### src/core/rtc_osc_pkg.sv
package rtc_osc_pkg;

  // ==========================================================================
  // Clock and timing
  // ==========================================================================
  localparam int unsigned CLK_HZ = 50_000_000;
  localparam int unsigned XTAL_HZ = 32_768;
  localparam int unsigned SELF_MIN_HZ = 10_000;
  localparam int unsigned SELF_MAX_HZ = 40_000;
  localparam int unsigned SELF_LOW_HZ = 20_000;
  localparam int unsigned SELF_HIGH_HZ = 40_000;
  // Half periods of the self-oscillation tick, rounded down
  localparam int unsigned HALF_LOW_CYC = CLK_HZ / (2 * SELF_LOW_HZ);
  localparam int unsigned HALF_HIGH_CYC = CLK_HZ / (2 * SELF_HIGH_HZ);
  localparam int unsigned HALF_MAX_CYC = CLK_HZ / (2 * SELF_MIN_HZ);
  localparam int unsigned HALF_MIN_CYC = CLK_HZ / (2 * SELF_MAX_HZ);
  // Extra half-period cycles per load capacitance step
  localparam int unsigned CAP_TRIM_CYC = 20;
  localparam int unsigned BLANK_MS = 2;
  localparam int unsigned BLANK_CYC = (CLK_HZ / 1000) * BLANK_MS;
  localparam int unsigned STEP_US = 500;
  localparam int unsigned STEP_CYC = (CLK_HZ / 1_000_000) * STEP_US;
  localparam int unsigned CNT_W = 17;
  localparam int unsigned HALF_W = 12;

  // ==========================================================================
  // Register map
  // ==========================================================================
  localparam logic [3:0] OSC_CONTROL_REG = 4'h0;
  localparam logic [3:0] LOAD_CAP_CONFIG = 4'h1;
  localparam logic [3:0] IRQ_STATUS_REG = 4'h2;
  localparam logic [3:0] IRQ_CLEAR_REG = 4'h3;
  localparam logic [3:0] IRQ_ENABLE_REG = 4'h4;
  localparam logic [3:0] CAP_APPLIED_REG = 4'h5;

  // osc_control_reg fields
  localparam int unsigned MODE_BIT = 7;
  localparam int unsigned GAIN_BIT = 6;
  localparam int unsigned BIAS_BIT = 5;
  localparam int unsigned VALID_BIT = 4;
  localparam int unsigned FAIL_BIT = 3;
  localparam int unsigned POWER_BIT = 0;
  localparam logic [7:0] OSC_CONTROL_RESET = 8'h00;

  // load_cap_config fields
  localparam int unsigned AUTO_STEP_BIT = 7;
  localparam int unsigned READY_BIT = 6;
  localparam int unsigned CAP_LSB = 0;
  localparam int unsigned CAP_W = 4;
  localparam logic [3:0] CAP_SMALLEST = 4'h0;
  localparam logic [3:0] CAP_RESET = 4'h0;

  // Event bits of status, clear and enable registers
  localparam int unsigned EV_READY = 0;
  localparam int unsigned EV_VALID = 1;
  localparam int unsigned EV_FAIL = 2;
  localparam int unsigned EV_W = 3;

  typedef enum logic [1:0] {
    STEP_IDLE = 2'b00,
    STEP_RAMP = 2'b01,
    STEP_DONE = 2'b10
  } step_state_type;

endpackage : rtc_osc_pkg

### src/core/pin_sync3.sv
`timescale 1ns/1ps
`default_nettype none

// ============================================================================
// Three-stage input synchroniser with agreement filter
// ============================================================================
module pin_sync3 (
  input wire logic clock_in,
  input wire logic rst_in,
  input wire logic pin_in,
  output logic level_out
);

  logic stage1_r;
  logic stage2_r;
  logic stage3_r;

  always_ff @(posedge clock_in or posedge rst_in) begin
    if (rst_in) begin
      stage1_r <= 1'b0;
      stage2_r <= 1'b0;
      stage3_r <= 1'b0;
    end else begin
      stage1_r <= pin_in;
      stage2_r <= stage1_r;
      stage3_r <= stage2_r;
    end
  end

  // A change counts once the second and third stages agree
  always_ff @(posedge clock_in or posedge rst_in) begin
    if (rst_in) begin
      level_out <= 1'b0;
    end else if (stage2_r == stage3_r) begin
      level_out <= stage3_r;
    end
  end

endmodule : pin_sync3

`default_nettype wire

### src/core/rtc_oscillator_control.sv
// Notes on behaviour
// The oscillator domain ticks from its own timebase, 32.768 kHz crystal or a 10 to 40 kHz self-oscillation.
// osc_mode_select at 1 picks crystal operation and at 0 self-oscillation.
// Software starts the crystal by mode, gain off and bias doubled, load cap, power, then waits 20 ms.
// Software then polls valid and ready, sets gain, clears bias, enables fail detection, waits 2 ms, clears wake flags.
// Self-oscillation runs near 20 kHz with bias_double 0 and near 40 kHz with bias_double 1.
// Self-oscillation starts at once after configuration, with no settling wait.
// load_cap_value is 4 bits, code 0 the smallest capacitance and each higher code a larger one.
// With automatic stepping the applied capacitance starts at the smallest code and climbs to the programmed one.
// load_cap_ready goes to 1 once the applied capacitance equals the programmed value; after reset it stays 0 until load_cap_config is written.
// Software keeps gain_control_enable cleared in self-oscillation.
// bias_double sits at bit 5 of osc_control_reg and is enabled by writing 1.
// With a CMOS clock software uses lowest bias, gain off, ignores valid and checks the fail flag after 2 ms.
// Writing a new load_cap_value clears load_cap_ready until stepping reaches it.
`timescale 1ns/1ps
`default_nettype none

module rtc_oscillator_control #(
  parameter int unsigned BLANK_CYCLES = rtc_osc_pkg::BLANK_CYC,
  parameter int unsigned STEP_CYCLES = rtc_osc_pkg::STEP_CYC
) (
  input wire logic clock_in,
  input wire logic rst_in,
  input wire logic [3:0] reg_addr_in,
  input wire logic [7:0] reg_wdata_in,
  input wire logic reg_write_in,
  input wire logic reg_read_in,
  input wire logic osc_clk_pin_in,
  input wire logic crystal_amp_ok_in,
  input wire logic osc_fail_in,
  output logic [7:0] reg_rdata_out,
  output logic irq_out,
  output logic osc_mode_select_out,
  output logic gain_control_enable_out,
  output logic bias_double_out,
  output logic osc_power_enable_out,
  output logic [3:0] load_cap_applied_out,
  output logic rtc_tick_out
);

  // ==========================================================================
  // Declarations
  // ==========================================================================
  localparam logic [rtc_osc_pkg::CNT_W-1:0] BLANK_LIMIT =
    rtc_osc_pkg::CNT_W'(BLANK_CYCLES);
  localparam logic [rtc_osc_pkg::CNT_W-1:0] STEP_LIMIT =
    rtc_osc_pkg::CNT_W'(STEP_CYCLES);
  localparam logic [rtc_osc_pkg::HALF_W-1:0] HALF_LOW =
    rtc_osc_pkg::HALF_W'(rtc_osc_pkg::HALF_LOW_CYC);
  localparam logic [rtc_osc_pkg::HALF_W-1:0] HALF_HIGH =
    rtc_osc_pkg::HALF_W'(rtc_osc_pkg::HALF_HIGH_CYC);
  localparam logic [rtc_osc_pkg::HALF_W-1:0] HALF_MAX =
    rtc_osc_pkg::HALF_W'(rtc_osc_pkg::HALF_MAX_CYC);
  localparam logic [rtc_osc_pkg::HALF_W-1:0] HALF_MIN =
    rtc_osc_pkg::HALF_W'(rtc_osc_pkg::HALF_MIN_CYC);
  localparam logic [7:0] CAP_TRIM =
    8'(rtc_osc_pkg::CAP_TRIM_CYC);

  logic mode_r;
  logic gain_r;
  logic bias_r;
  logic power_r;
  logic auto_step_r;
  logic [3:0] cap_value_r;
  logic [3:0] cap_applied_r;
  logic cap_ready_r;
  rtc_osc_pkg::step_state_type step_state_r;
  logic [rtc_osc_pkg::CNT_W-1:0] step_cnt_r;
  logic [rtc_osc_pkg::CNT_W-1:0] blank_cnt_r;
  logic blank_done_r;
  logic valid_r;
  logic fail_r;
  logic [rtc_osc_pkg::EV_W-1:0] status_r;
  logic [rtc_osc_pkg::EV_W-1:0] irq_enable_r;
  logic [rtc_osc_pkg::EV_W-1:0] status_nxt;
  logic [rtc_osc_pkg::EV_W-1:0] event_set;
  logic [rtc_osc_pkg::EV_W-1:0] event_clear;
  logic ready_prev_r;
  logic valid_prev_r;
  logic fail_prev_r;
  logic [rtc_osc_pkg::HALF_W-1:0] half_cnt_r;
  logic [rtc_osc_pkg::HALF_W-1:0] half_target;
  logic self_clk_r;
  logic pin_prev_r;
  logic osc_pin_sync;
  logic amp_ok_sync;
  logic fail_sync;
  logic wr_ctrl;
  logic wr_cap;
  logic [7:0] ctrl_view;
  logic [7:0] cap_view;
  logic [7:0] rdata_nxt;

  assign wr_ctrl = reg_write_in && (reg_addr_in == rtc_osc_pkg::OSC_CONTROL_REG);
  assign wr_cap = reg_write_in && (reg_addr_in == rtc_osc_pkg::LOAD_CAP_CONFIG);

  // ==========================================================================
  // Pin synchronisers
  // ==========================================================================
  pin_sync3 u_sync_osc (
    .clock_in(clock_in),
    .rst_in(rst_in),
    .pin_in(osc_clk_pin_in),
    .level_out(osc_pin_sync)
  );

  pin_sync3 u_sync_amp (
    .clock_in(clock_in),
    .rst_in(rst_in),
    .pin_in(crystal_amp_ok_in),
    .level_out(amp_ok_sync)
  );

  pin_sync3 u_sync_fail (
    .clock_in(clock_in),
    .rst_in(rst_in),
    .pin_in(osc_fail_in),
    .level_out(fail_sync)
  );

  // ==========================================================================
  // Oscillator control register
  // ==========================================================================
  always_ff @(posedge clock_in or posedge rst_in) begin
    if (rst_in) begin
      mode_r <= 1'b0;
      gain_r <= 1'b0;
      bias_r <= 1'b0;
      power_r <= 1'b0;
    end else if (wr_ctrl) begin
      mode_r <= reg_wdata_in[rtc_osc_pkg::MODE_BIT];
      gain_r <= reg_wdata_in[rtc_osc_pkg::GAIN_BIT];
      bias_r <= reg_wdata_in[rtc_osc_pkg::BIAS_BIT];
      power_r <= reg_wdata_in[rtc_osc_pkg::POWER_BIT];
    end
  end

  always_ff @(posedge clock_in or posedge rst_in) begin
    if (rst_in) begin
      osc_mode_select_out <= 1'b0;
      gain_control_enable_out <= 1'b0;
      bias_double_out <= 1'b0;
      osc_power_enable_out <= 1'b0;
      load_cap_applied_out <= rtc_osc_pkg::CAP_RESET;
    end else begin
      osc_mode_select_out <= mode_r;
      gain_control_enable_out <= gain_r;
      bias_double_out <= bias_r;
      osc_power_enable_out <= power_r;
      load_cap_applied_out <= cap_applied_r;
    end
  end

  // ==========================================================================
  // Load capacitance configuration and stepping
  // ==========================================================================
  always_ff @(posedge clock_in or posedge rst_in) begin
    if (rst_in) begin
      auto_step_r <= 1'b0;
      cap_value_r <= rtc_osc_pkg::CAP_RESET;
    end else if (wr_cap) begin
      auto_step_r <= reg_wdata_in[rtc_osc_pkg::AUTO_STEP_BIT];
      cap_value_r <= reg_wdata_in[rtc_osc_pkg::CAP_LSB +:
                                  rtc_osc_pkg::CAP_W];
    end
  end

  always_ff @(posedge clock_in or posedge rst_in) begin
    if (rst_in) begin
      step_state_r <= rtc_osc_pkg::STEP_IDLE;
      cap_applied_r <= rtc_osc_pkg::CAP_RESET;
      cap_ready_r <= 1'b0;
      step_cnt_r <= '0;
    end else if (wr_cap) begin
      cap_ready_r <= 1'b0;
      step_cnt_r <= '0;
      step_state_r <= rtc_osc_pkg::STEP_RAMP;
      if (reg_wdata_in[rtc_osc_pkg::AUTO_STEP_BIT]) begin
        cap_applied_r <= rtc_osc_pkg::CAP_SMALLEST;
      end else begin
        cap_applied_r <= reg_wdata_in[rtc_osc_pkg::CAP_LSB +:
                                      rtc_osc_pkg::CAP_W];
      end
    end else begin
      unique case (step_state_r)
        rtc_osc_pkg::STEP_IDLE: begin
          cap_ready_r <= 1'b0;
        end
        rtc_osc_pkg::STEP_RAMP: begin
          if (cap_applied_r == cap_value_r) begin
            cap_ready_r <= 1'b1;
            step_state_r <= rtc_osc_pkg::STEP_DONE;
          end else if (step_cnt_r >= STEP_LIMIT - 1'b1) begin
            step_cnt_r <= '0;
            cap_applied_r <= cap_applied_r + 4'h1;
          end else begin
            step_cnt_r <= step_cnt_r + 1'b1;
          end
        end
        rtc_osc_pkg::STEP_DONE: begin
          cap_ready_r <= 1'b1;
        end
        default: begin
          step_state_r <= rtc_osc_pkg::STEP_IDLE;
          cap_ready_r <= 1'b0;
        end
      endcase
    end
  end

  // ==========================================================================
  // Crystal valid detection with blanking after power on
  // ==========================================================================
  always_ff @(posedge clock_in or posedge rst_in) begin
    if (rst_in) begin
      blank_cnt_r <= '0;
      blank_done_r <= 1'b0;
    end else if (!power_r || !mode_r) begin
      blank_cnt_r <= '0;
      blank_done_r <= 1'b0;
    end else if (!blank_done_r) begin
      if (blank_cnt_r >= BLANK_LIMIT - 1'b1) begin
        blank_done_r <= 1'b1;
      end else begin
        blank_cnt_r <= blank_cnt_r + 1'b1;
      end
    end
  end

  always_ff @(posedge clock_in or posedge rst_in) begin
    if (rst_in) begin
      valid_r <= 1'b0;
      fail_r <= 1'b0;
    end else begin
      valid_r <= blank_done_r && amp_ok_sync;
      fail_r <= power_r && fail_sync;
    end
  end

  // ==========================================================================
  // Oscillator timebase
  // ==========================================================================
  // Higher load capacitance lowers the self-oscillation frequency
  always_comb begin
    half_target = bias_r ? HALF_HIGH : HALF_LOW;
    half_target = half_target +
      rtc_osc_pkg::HALF_W'(cap_applied_r) * rtc_osc_pkg::HALF_W'(CAP_TRIM);
    if (half_target > HALF_MAX) begin
      half_target = HALF_MAX;
    end
    if (half_target < HALF_MIN) begin
      half_target = HALF_MIN;
    end
  end

  always_ff @(posedge clock_in or posedge rst_in) begin
    if (rst_in) begin
      half_cnt_r <= '0;
      self_clk_r <= 1'b0;
    end else if (!power_r || mode_r) begin
      half_cnt_r <= '0;
      self_clk_r <= 1'b0;
    end else if (half_cnt_r >= half_target - 1'b1) begin
      half_cnt_r <= '0;
      self_clk_r <= !self_clk_r;
    end else begin
      half_cnt_r <= half_cnt_r + 1'b1;
    end
  end

  always_ff @(posedge clock_in or posedge rst_in) begin
    if (rst_in) begin
      pin_prev_r <= 1'b0;
      rtc_tick_out <= 1'b0;
    end else begin
      pin_prev_r <= osc_pin_sync;
      if (!power_r) begin
        rtc_tick_out <= 1'b0;
      end else if (mode_r) begin
        rtc_tick_out <= osc_pin_sync && !pin_prev_r;
      end else begin
        rtc_tick_out <= !self_clk_r && (half_cnt_r >= half_target - 1'b1);
      end
    end
  end

  // ==========================================================================
  // Interrupt status, clear and enable
  // ==========================================================================
  always_ff @(posedge clock_in or posedge rst_in) begin
    if (rst_in) begin
      ready_prev_r <= 1'b0;
      valid_prev_r <= 1'b0;
      fail_prev_r <= 1'b0;
    end else begin
      ready_prev_r <= cap_ready_r;
      valid_prev_r <= valid_r;
      fail_prev_r <= fail_r;
    end
  end

  always_comb begin
    event_set = '0;
    event_set[rtc_osc_pkg::EV_READY] = cap_ready_r && !ready_prev_r;
    event_set[rtc_osc_pkg::EV_VALID] = valid_r && !valid_prev_r;
    event_set[rtc_osc_pkg::EV_FAIL] = fail_r && !fail_prev_r;
    event_clear = '0;
    if (reg_write_in && (reg_addr_in == rtc_osc_pkg::IRQ_CLEAR_REG)) begin
      event_clear = reg_wdata_in[rtc_osc_pkg::EV_W-1:0];
    end
    // A new event wins over a clear in the same cycle
    status_nxt = (status_r & ~event_clear) | event_set;
  end

  always_ff @(posedge clock_in or posedge rst_in) begin
    if (rst_in) begin
      status_r <= '0;
      irq_enable_r <= '0;
      irq_out <= 1'b0;
    end else begin
      status_r <= status_nxt;
      if (reg_write_in && (reg_addr_in == rtc_osc_pkg::IRQ_ENABLE_REG)) begin
        irq_enable_r <= reg_wdata_in[rtc_osc_pkg::EV_W-1:0];
      end
      irq_out <= |(status_r & irq_enable_r);
    end
  end

  // ==========================================================================
  // Register read path
  // ==========================================================================
  always_comb begin
    ctrl_view = rtc_osc_pkg::OSC_CONTROL_RESET;
    ctrl_view[rtc_osc_pkg::MODE_BIT] = mode_r;
    ctrl_view[rtc_osc_pkg::GAIN_BIT] = gain_r;
    ctrl_view[rtc_osc_pkg::BIAS_BIT] = bias_r;
    ctrl_view[rtc_osc_pkg::VALID_BIT] = valid_r;
    ctrl_view[rtc_osc_pkg::FAIL_BIT] = fail_r;
    ctrl_view[rtc_osc_pkg::POWER_BIT] = power_r;
    cap_view = '0;
    cap_view[rtc_osc_pkg::AUTO_STEP_BIT] = auto_step_r;
    cap_view[rtc_osc_pkg::READY_BIT] = cap_ready_r;
    cap_view[rtc_osc_pkg::CAP_LSB +: rtc_osc_pkg::CAP_W] = cap_value_r;
    unique case (reg_addr_in)
      rtc_osc_pkg::OSC_CONTROL_REG: rdata_nxt = ctrl_view;
      rtc_osc_pkg::LOAD_CAP_CONFIG: rdata_nxt = cap_view;
      rtc_osc_pkg::IRQ_STATUS_REG: rdata_nxt = 8'(status_r);
      rtc_osc_pkg::IRQ_ENABLE_REG: rdata_nxt = 8'(irq_enable_r);
      rtc_osc_pkg::CAP_APPLIED_REG: rdata_nxt = 8'(cap_applied_r);
      default: rdata_nxt = 8'h00;
    endcase
  end

  always_ff @(posedge clock_in or posedge rst_in) begin
    if (rst_in) begin
      reg_rdata_out <= 8'h00;
    end else if (reg_read_in) begin
      reg_rdata_out <= rdata_nxt;
    end else begin
      reg_rdata_out <= 8'h00;
    end
  end

endmodule : rtc_oscillator_control

`default_nettype wire

### config.mk
export PLATFORM = sky130hd
export DESIGN_NAME = rtc_oscillator_control
export DESIGN_NICKNAME = d
export VERILOG_FILES = /design/src/core/rtc_osc_pkg.sv /design/src/core/pin_sync3.sv /design/src/core/rtc_oscillator_control.sv
export SDC_FILE = /design/constraint.sdc
export NUM_CORES = 1
export LEC_CHECK = 0
export ABC_CLOCK_PERIOD_IN_PS = 4600
export BUFFER_PORTS_ARGS = -buffer_cell sky130_fd_sc_hd__buf_4
export CAP_MARGIN = 15
export CORE_ASPECT_RATIO = 1.1
export CORE_MARGIN = 1
export CORE_UTILIZATION = 28
export CTS_CLUSTER_DIAMETER = 120
export DETAILED_ROUTE_END_ITERATION = 12
export GPL_TIMING_DRIVEN = 0
export PLACE_DENSITY = 0.45
export RECOVER_POWER = 25
export SYNTH_ARGS = -nofsm -noshare
export SYNTH_HDL_FRONTEND = slang
export SYNTH_SLANG_ARGS = --single-unit
### constraint.sdc
create_clock -name clock_in -period 4.6 [get_ports clock_in]
set_input_delay 0.23 -clock clock_in [delete_from_list [all_inputs] [get_ports clock_in]]
set_output_delay 0.23 -clock clock_in [all_outputs]
set_load 0.03 [all_outputs]
==> summary.txt, run 1 <==
Crit Path Max Fanout - 10
Crit share post-route - 91.0%
Number of synthesized register bits - 106
Slew Limit Fails - 46
Final setup viols - 0
Startpoint Class - flop
Multi-input logic area - 0.00240 mm^2
Detailed Route WL - 11500 um
Clock Tree Buf Depth - 2
PnR Total Power - 0.00310 W
CTS tree - built
Synth area leaders - dfrtp_1 (51%), ha_1 (6.6%), xor2_1 (4.2%)
DRC violations left - 0
Rows - 51
GPL Wtd Cong - 0.809
Async SR Flop Fraction - 100%
Syn avg cell area - 10.2 um^2
Area leader, netlist - dfrtp_1
Per-cell routed wire length - 14.4 um
Seq/Total Area, Yosys - 51.5%
Placed cell areas - 0.00574 mm^2
Root buf cell - clkbuf_16
CTS Sinks - 106
Max-cap viol count - 1
Largest net degree at the start of global routing - 62
Vias - 3769
Gr ovfl total - 0
Via density per instance - 4.72
Vias in the first global route - 3862
Setup TNS - 0 ps
Syn nets - 551
Core ar. - 0.0179 mm^2
Slew Limit Headroom - -45.3%
Setup ws final - 416 ps
Sequential Area - 0.00265 mm^2
Synth Instances - 505
Starting Density - 28.8%
Htree depth - 3
Worst-case vdd ir drop - 0.235 mV
Global-route wire length before repair - 19500 um
Arrival time worst endpoint - 4480 ps
PD cells - 509 mW/mm^2
Yosys warnings - 0
Fill cells - 1853
Most used DFF post-synth - dfrtp_1
Total track usage - 13.2%
Worst-path clk slew - 80 ps
EDFF count, synth - 0
Final Hold Fails - 0
Worst setup EP type - flop
Area Growth Syn to Fin - 18.1%
Slew at the pin closest to its max-slew limit - 2170 ps
Insertion delay to the later sink of the worst-skew pair - 360 ps
Post-synth top area share - 51.5%
Die span in y - 144 um
Critical path type - reg -> reg
P_leak - 2.73 nW
Data required time of the worst path - 4890 ps
Failing checks - max-capacitance violations, max-slew violations
Layout cells sized above 1 - 11.8%
Setup Fix Bufs, Post-CTS - 0
# diodes - 0
CTS Buf Count - 9
Die Span X - 131 um
HP Class - in -> reg
Worst slack at placement - 165 ps
Status - complete, but fails checks
Achievable frequency - 0.239 GHz
Finished Cell Area - 0.00608 mm^2
Nets - 601
Die area - 0.0189 mm^2
RSZ-0062 raised after global routing - no
Clock skew - 8.48 ps
Fin crit period - 4180 ps
Initial antenna violation count - 0
TritonRoute pass-1 iters - 4
Post-synthesis cell type count - 52
IO buf count - 34
DP Wirelength - 8130 um
DRT iter0 DRCs - 170
Number of routed nets with antenna violations - 0
Post-Syn Area - 0.00515 mm^2
IO Pins - 37
cell usage in the layout, fill, tap and decap left out, types with 12 or more instances in the layout:
master | synthesis | routed
o21ai_0 | 24 | 24
nand2_1 | 56 | 56
nand3_1 | 20 | 20
xnor2_1 | 13 | 13
buf_4 | 0 | 29
a21oi_1 | 28 | 27
and3_1 | 12 | 12
nor2_1 | 51 | 51
xor2_1 | 25 | 25
ha_1 | 27 | 27
inv_1 | 20 | 19
dfrtp_1 | 106 | 106
synthesized netlist by cell type (all sizes together), types with 9 or more instances:
cell type  count
a21oi         28
and3          12
and4           9
dfrtp        106
ha            27
inv           20
mux2           9
nand2         56
nand3         20
nand3b        11
nor2          51
nor3          11
o21ai         24
xnor2         13
xor2          25
per-layer routing:
layer	share of wire (%)	wire [um]	vias to the layer above	GRT usage [%]
met5	0	0	-	0
met2	47	5420	60	22.0
met4	1.5	172	0	4.71
met1	48	5540	1836	16.9
li1	-	-	1864	-
met3	3.2	365	9	2.98
report_power, final:
| part | internal [W] | switching [W] |
|---|---|---|
| Clock | 0.000428 | 0.000371 |
| Sequential | 0.00109 | 0.000192 |
| Combinational | 0.000442 | 0.000572 |
worst paths after layout:
check,start,to,slack (ps),cells after the start
max in group asynchronous,rst_in,bias_double_out,2590,4
worst min register to register,u_sync_fail.stage1_r,u_sync_fail.stage2_r,350,0
worst min-delay path,reg_wdata_in[5],bias_r,80,3
worst max register to register,cap_applied_r[1],half_cnt_r[3],420,16
worst max-delay path,cap_applied_r[1],half_cnt_r[3],420,16
min in group asynchronous,rst_in,u_sync_amp.stage1_r,990,3
logic make-up (layout without fill, tap and decap cells):
group	Yosys count	in the layout	share of synthesized area [%]
compound gates	77	77	9.11
xor+xnor	38	38	6.46
fa+ha+maj	30	30	7.14
buf+inv	30	85	2.21
flops	106	106	51.5
mux	16	16	3.33
other cells	1	1	0.0728
simple gates	207	207	20.2
state kept, by name (all words and copies together) (netlist names), 4 cells and up:
| signal | count |
|---|---|
| blank_cnt_r | 17 |
| reg_rdata_out | 8 |
| load_cap_applied_out | 4 |
| half_cnt_r | 12 |
| cap_value_r | 4 |
| cap_applied_r | 4 |
| step_cnt_r | 17 |
cell type report:
class / instances / area share (%)
sequential: 106 / 43.6
multi-input combinational: 369 / 39.4
timing repair buffer: 39 / 5.24
tap: 238 / 4.90
clock buffer: 9 / 3.70
inverter: 20 / 1.25
clock inverter: 7 / 1.23
buffer: 10 / 0.658
what timing repair did:
action                                  CTS  global route
hold buffers                              4             0
endpoints found under the hold margin    48             0
resized for setup                         0             3
endpoints found under the setup margin    0            10
through the flow:
step           util [%]  hold WS [ps]  cells
6_report           34.0          75.2    798
5_1_grt            34.0          71.2    798
4_1_cts            34.0          63.3    798
3_5_place_dp       32.1           338    778
3_3_place_gp       31.9           340    777
2_1_floorplan         -           261    505
critical path, cell delays in order (launching register included):
cell and delay (ps):
dfrtp_1 520, ha_1 270, ha_1 310, a21oi_2 230
xnor2_1 150, ha_1 280, xor2_1 180, or4_1 570
and2_1 210, ha_1 290, a21oi_1 140, o21ai_0 80
a21oi_1 140, o311a_1 250, nand2b_1 140, clkbuf_2 220
nor2_1 140
(Power assumes the default switching activity.)
==> run 2, diff against run 1 <==
Settings changed: ABC_CLOCK_PERIOD_IN_PS 4600 to default, CORE_UTILIZATION 28 to 39, PLACE_DENSITY 0.45 to 0.58, SETUP_SLACK_MARGIN from default to 0.2.
==> run 2 against run 1 <==
- the run ends with design-rule violations, max-capacitance violations, max-slew violations left
- highest routed layer unchanged
- register-to-register slack improved by 100 ps
- clock-buffer cell count did not move
- global-route usage up 3.6 points
- clock power shrank 2.9%
- sequential power is essentially flat
- flip-flop and latch count is the same
- worst setup slack better by 100 ps
- hold slack hardly changed
- critical path depth unchanged
==> summary.txt, run 2 (same netlist as run 1, synthesis figures left out) <==
CP max-delay cell - or4_1
TritonRoute pass-1 iters - 12
Crit share post-route - 88.7%
Largest net degree at the start of global routing - 56
Commonest non-fill, non-tap cell in the layout - dfrtp_1
Starting Density - 40.4%
DRC violations left - 5
Achievable frequency - 0.245 GHz
Die Span X - 112 um
CTS tree - built
Via density per instance - 5.27
Finished Cell Area - 0.00599 mm^2
Worst-case vdd ir drop - 0.175 mV
Status - complete, but fails checks
Clock power share - 25.3%
Sw Pwr - 0.00114 W
Die area - 0.0137 mm^2
Placed cell areas - 0.00564 mm^2
Arrival time worst endpoint - 4360 ps
Worst setup EP type - flop
IO buf count - 34
Final setup viols - 0
PnR Total Power - 0.00306 W
Root buf cell - clkbuf_16
Sequential Area - 0.00265 mm^2
Gr ovfl total - 0
Initial antenna violation count - 0
Startpoint Class - flop
CTS Buf Count - 9
Multi-input logic area - 0.00240 mm^2
Slew at the pin closest to its max-slew limit - 2430 ps
Max-cap viol count - 1
Most frequent cells in the layout - dfrtp_1 (105), nand2_1 (56), nor2_1 (51), buf_4 (34)
Largest regs - blank_cnt_r (17), step_cnt_r (17), half_cnt_r (12)
Area Growth Syn to Fin - 16.2%
Failing checks - design-rule violations, max-capacitance violations, max-slew violations
Setup TNS - 0 ps
PD cells - 512 mW/mm^2
Clock Tree Buf Depth - 2
Nets - 601
Sw frac - 37.3%
Insertion delay to the later sink of the worst-skew pair - 360 ps
Per-cell routed wire length - 14.8 um
Total track usage - 16.8%
Final core occ - 47.0%
CTS Sinks - 106
IO Pins - 37
Fill cells - 1225
DRT iter0 DRCs - 279
Number of routed nets with antenna violations - 0
Slew Limit Fails - 55
Setup ws final - 518 ps
Die span in y - 123 um
Detailed Route WL - 10600 um
Logic pwr share - 32.8%
CP max stage delay - 570 ps
DP Wirelength - 7490 um
Final Hold Fails - 0
Global-route wire length before repair - 18100 um
Part of the power in registers - 41.9%
HP Class - in -> reg
Worst-path clk slew - 80 ps
Core ar. - 0.0128 mm^2
Most used cell, CP - ha_1
Worst slack at placement - 226 ps
Slew Limit Headroom - -62.8%
Vias in the first global route - 3757
Pint - 0.00192 W
Layout cells sized above 1 - 12.3%
# diodes - 0
Data required time of the worst path - 4880 ps
Critical path type - reg -> reg
Rows - 43
Fin crit period - 4080 ps
Htree depth - 3
RSZ-0062 raised after global routing - no
Worst-path cell chain - ha_1, ha_1, a21oi_2, xnor2_1, ha_1, xor2_1, or4_1, and2_1, ha_1, a21oi_1, o21ai_0, a21oi_1, o311a_1, nand2b_1, clkbuf_2, nor2_1
GPL Wtd Cong - 0.795
Clock skew - 10.8 ps
P_leak - 2.73 nW
Crit Path Max Fanout - 10
Vias - 3779
==> run 2: power groups by stage <==
stage / Sequential (W) / Clock (W) / Combinational (W)
global placement: 0.00130 / 0 / 0.000955
global route: 0.00132 / 0.000836 / 0.00115
finish: 0.00128 / 0.000776 / 0.00100
detailed placement: 0.00130 / 0 / 0.000998
CTS: 0.00129 / 0.000804 / 0.00101
floorplan: 0.00130 / 0 / 0.000703
==> run 2: path summary, 6_finish.rpt <==
kind | startpoint | end | slack, ps | depth (start not counted)
hold / removal | reg_addr_in[3] | reg_rdata_out[3] | 70 | 2
min in group asynchronous | rst_in | u_sync_osc.stage1_r | 540 | 2
hold reg to reg | u_sync_osc.stage1_r | u_sync_osc.stage2_r | 350 | 0
setup / recovery | cap_applied_r[1] | half_cnt_r[5] | 520 | 16
setup reg to reg | cap_applied_r[1] | half_cnt_r[5] | 520 | 16
max in group asynchronous | rst_in | cap_applied_r[1] | 2820 | 2
==> run 2: metal layers <==
| metal | track usage, % | routed length [um] | vias up |
|---|---|---|---|
| met2 | 28.3 | 5160 | 45 |
| met4 | 7.85 | 195 | 0 |
| met5 | 0 | 0 | - |
| met3 | 2.81 | 313 | 13 |
| li1 | - | - | 1864 |
| met1 | 21.4 | 4910 | 1857 |
==> run 2: area by class of cell <==
cell class              instances  share of cell area [%]
plain buffers                  10                   0.668
clock inverters                 7                    1.34
multi-input cells             369                    40.0
repair buffers                 39                    5.35
clock buffers                   9                    3.76
flip-flops and latches        106                    44.3
inverters                      20                    1.27
well taps                     157                    3.28
==> run 2: stage by stage <==
step	hold WS (ps)	std cells
after floorplan	261	505
after global placement	334	696
after detailed placement	341	697
after CTS	15.6	716
after global routing	76.9	717
final	74.7	717
==> run 2: what timing repair did <==
action,CTS,global route
hold endpoints to repair,3,0
endpoints found under the setup margin,2,10
setup buffers,0,1
hold buffers,3,0
gates resized for setup,1,2
==> run 2: worst max-delay path, delay by kind of cell, from the launching register on <==
| family | cells | cell delay, ps |
|---|---|---|
| xor+xnor | 2 | 340 |
| fa+ha+maj | 4 | 1120 |
| buf+inv | 1 | 210 |
| flops | 1 | 480 |
| compound gates | 5 | 810 |
| simple gates | 4 | 1040 |
==> run 3, diff against run 2 <==
Settings changed: ABC_AREA from default to 1, PLACE_DENSITY 0.58 to 0.57.
Clock period 4.6 ns to 4.9 ns, I/O delays scaled along.
==> run 3 against run 2 <==
- first-iteration DRC count up 11%
- utilization down 0.97 points
- die area rose by 14%
- the flow finishes with violations (max-capacitance violations, max-slew violations)
- sequential share of layout area shrank 4.7 points
- via count grew 27%
- flip-flop and latch count unchanged
- critical path depth increased by 1
- total power fell by 8.9%
- clock power decreased by 6.7%
- global-route usage rose by 1.9 points
- clock skew decreased by 3.9 ps
- register-to-register slack improved by 540 ps
==> summary.txt, run 3 <==
Status - complete, but fails checks
Failing checks - max-capacitance violations, max-slew violations
Worst-path clk slew - 70 ps
CTS tree - built
Final Hold Fails - 0
Detailed Route WL - 13400 um
Most frequent cell after synthesis - nand2_1
Slew Limit Headroom - -32.3%
EDFF count, synth - 0
R2r setup slk - 1060 ps
IO Pins - 37
Logic pwr share - 34.9%
Commonest non-fill, non-tap cell in the layout - nand2_1
Most frequent cells after synthesis - nand2_1 (167), dfrtp_1 (106), nor2_1 (95)
Cts-stage hold buffer count - 4
DP Wirelength - 9770 um
Most frequent cells in the layout - nand2_1 (167), dfrtp_1 (106), nor2_1 (96), inv_1 (81), nand3_1 (66)
Met2 WL - 6470 um
Clock skew - 6.91 ps
Data required time of the worst path - 5200 ps
PD cells - 417 mW/mm^2
Part of the power in registers - 39.2%
Slew Limit Fails - 43
Nets - 821
Total track usage - 18.7%
DRT met1 WL - 6070 um
Clock power share - 25.9%
Min-Delay Startpoint - reg_read_in
RSZ-0062 raised after global routing - no
Area leader, netlist - dfrtp_1
Die span in y - 131 um
Syn nets - 770
Compound-cell area share of the yosys netlist - 5.53%
Hold path endpoint - reg_rdata_out[3]
Final setup viols - 0
Post-Syn Area - 0.00586 mm^2
TritonRoute pass-1 iters - 5
Multiplexer area fraction after synthesis - 0%
Per-cell routed wire length - 13.8 um
Fin crit period - 3840 ps
Gr ovfl total - 0
Largest net degree at the start of global routing - 65
Async SR Flop Fraction - 100%
Seq/Total Area, Yosys - 45.3%
Setup ws final - 1060 ps
Number of synthesized register bits - 106
Die Span X - 119 um
Starting Density - 40.2%
GPL Wtd Cong - 0.878
Post-Synth Adder-Cell Area - 6.28%
Area Growth Syn to Fin - 14.3%
Clock Tree Buf Depth - 2
HP Class - in -> reg
Sw Pwr - 0.00107 W
Worst-path cell chain - ha_1, ha_1, a21oi_1, xor2_1, ha_1, xor2_1, inv_1, nand3_1, nand2_1, inv_1, ha_1, a21oi_1, o21ai_0, a21oi_1, nand3_1, buf_2, nor2_1
Setup Fix Bufs, Post-CTS - 0
CP max stage delay - 530 ps
Reg2Reg Depth - 17
P_leak - 3.31 nW
FF-to-FF Start - cap_applied_r[1]
Largest regs - blank_cnt_r (17), step_cnt_r (17), half_cnt_r (12)
Layout cells sized above 1 - 12.6%
# diodes - 0
Synth Area in XOR/XNOR - 5.08%
Hold depth - 3
Syn avg cell area - 8.09 um^2
Final core occ - 46.0%
IO buf count - 35
Top sig layer - met4
DRC violations left - 0
Arrival time worst endpoint - 4140 ps
Smallest hold slack - 79.3 ps
CP max-delay cell - dfrtp_1
Synth Instances - 724
Rows - 46
Wire length on met3 - 458 um
Worst-case vdd ir drop - 0.205 mV
Vias in the first global route - 4677
Initial antenna violation count - 0
Die area - 0.0155 mm^2
Most used cell, CP - ha_1
Worst setup EP type - flop
Sw frac - 38.3%
Setup TNS - 0 ps
Root buf cell - clkbuf_16
Htree depth - 3
Critical path type - reg -> reg
Post-synthesis cell type count - 40
PnR Total Power - 0.00279 W
Worst slack at placement - 1060 ps
Global-route wire length before repair - 22800 um
Post_cts resized - 0
Vias - 4802
DRT iter0 DRCs - 310
Post-synth top area share - 45.3%
Achievable frequency - 0.260 GHz
Fill cells - 1448
Crit Path Max Fanout - 10
Number of routed nets with antenna violations - 0
CTS Sinks - 106
Yosys warnings - 0
Max-cap viol count - 1
Pint - 0.00172 W
Core ar. - 0.0146 mm^2
Most used DFF post-synth - dfrtp_1
CTS Buf Count - 9
Slew at the pin closest to its max-slew limit - 1970 ps
FF-to-FF End - half_cnt_r[1]
Startpoint Class - flop
Area share of and/or/nand/nor cells after synthesis - 30.6%
Largest family of logic cells by synthesized area - simple AND/OR/NAND/NOR gates
Crit share post-route - 78.5%
Insertion delay to the later sink of the worst-skew pair - 360 ps
Synth area leaders - dfrtp_1 (45%), nand2_1 (11%), nor2_1 (6.1%)
Via density per instance - 4.94
## run 3: changes by cell type in the layout (fill, tap and decap cells not counted), moves of 10 or more
cell	before	now
nand4_1	6	18
and3_1	12	0
inv_1	19	81
nor2_1	51	96
a21oi_1	27	15
nand2_2	0	16
nand2_1	56	167
nand3b_1	11	1
nand3_1	20	66
## run 3: kinds of logic (layout without fill, tap and decap cells)
family	Yosys count	in the layout
other	1	1
buffers and inverters	102	158
adder cells (fa/ha/maj)	30	30
AO/OA/AOI/OAI	56	56
XOR/XNOR	34	34
flip-flops	106	106
AND/OR/NAND/NOR	395	395
## run 3: layer usage
metal | up-vias | global-route usage, %
met2 | 95 | 31.3
met3 | 23 | 3.43
met1 | 2265 | 23.6
met5 | - | 0
met4 | 0 | 9.16
li1 | 2419 | -
## run 3: area by class of cell
class                      instances  area [um^2]  area share (%)
multi-input combinational        516         2780            41.4
sequential                       106         2650            39.6
inverter                          88          332            4.95
timing repair buffer              40          327            4.87
clock buffer                      11          243            3.62
tap                              192          240            3.59
buffer                            14         86.3            1.29
clock inverter                     5         42.5           0.635
## run 3: stage by stage
step | instance area (um^2) | instances
3_3_place_gp | 6360 | 951
3_5_place_dp | 6390 | 952
5_1_grt | 6700 | 972
2_1_floorplan | 5860 | 724
4_1_cts | 6720 | 972
6_report | 6700 | 972
## run 3: power groups by stage
stage / combinational [W] / sequential (W) / clock, W
floorplan: 0.000695 / 0.00113 / 0
global placement: 0.000943 / 0.00111 / 0
detailed placement: 0.000980 / 0.00111 / 0
CTS: 0.000989 / 0.00109 / 0.000742
global route: 0.00112 / 0.00111 / 0.000780
finish: 0.000975 / 0.00109 / 0.000724
## run 3: worst max path at each step
stage	startpoint	end	slack, ps	cells past startpoint
detailed placement	cap_applied_r[1]	half_cnt_r[9]	1060	17
global placement	rst_in	half_cnt_r[9]	630	2
finish	cap_applied_r[1]	half_cnt_r[1]	1060	17
CTS	cap_applied_r[1]	half_cnt_r[1]	1040	17
global route	cap_applied_r[1]	half_cnt_r[1]	670	17
floorplan	cap_applied_r[1]	half_cnt_r[10]	1680	17
## run 3: critical path, delay by kind of cell (launching register included)
family | cells | cell delay, ps
adders and majority gates | 4 | 1130
AOI/OAI and AO/OA | 4 | 750
and+or+nand+nor | 4 | 620
DFF | 1 | 530
buffers and inverters | 3 | 380
xor gates and xnor gates | 2 | 360
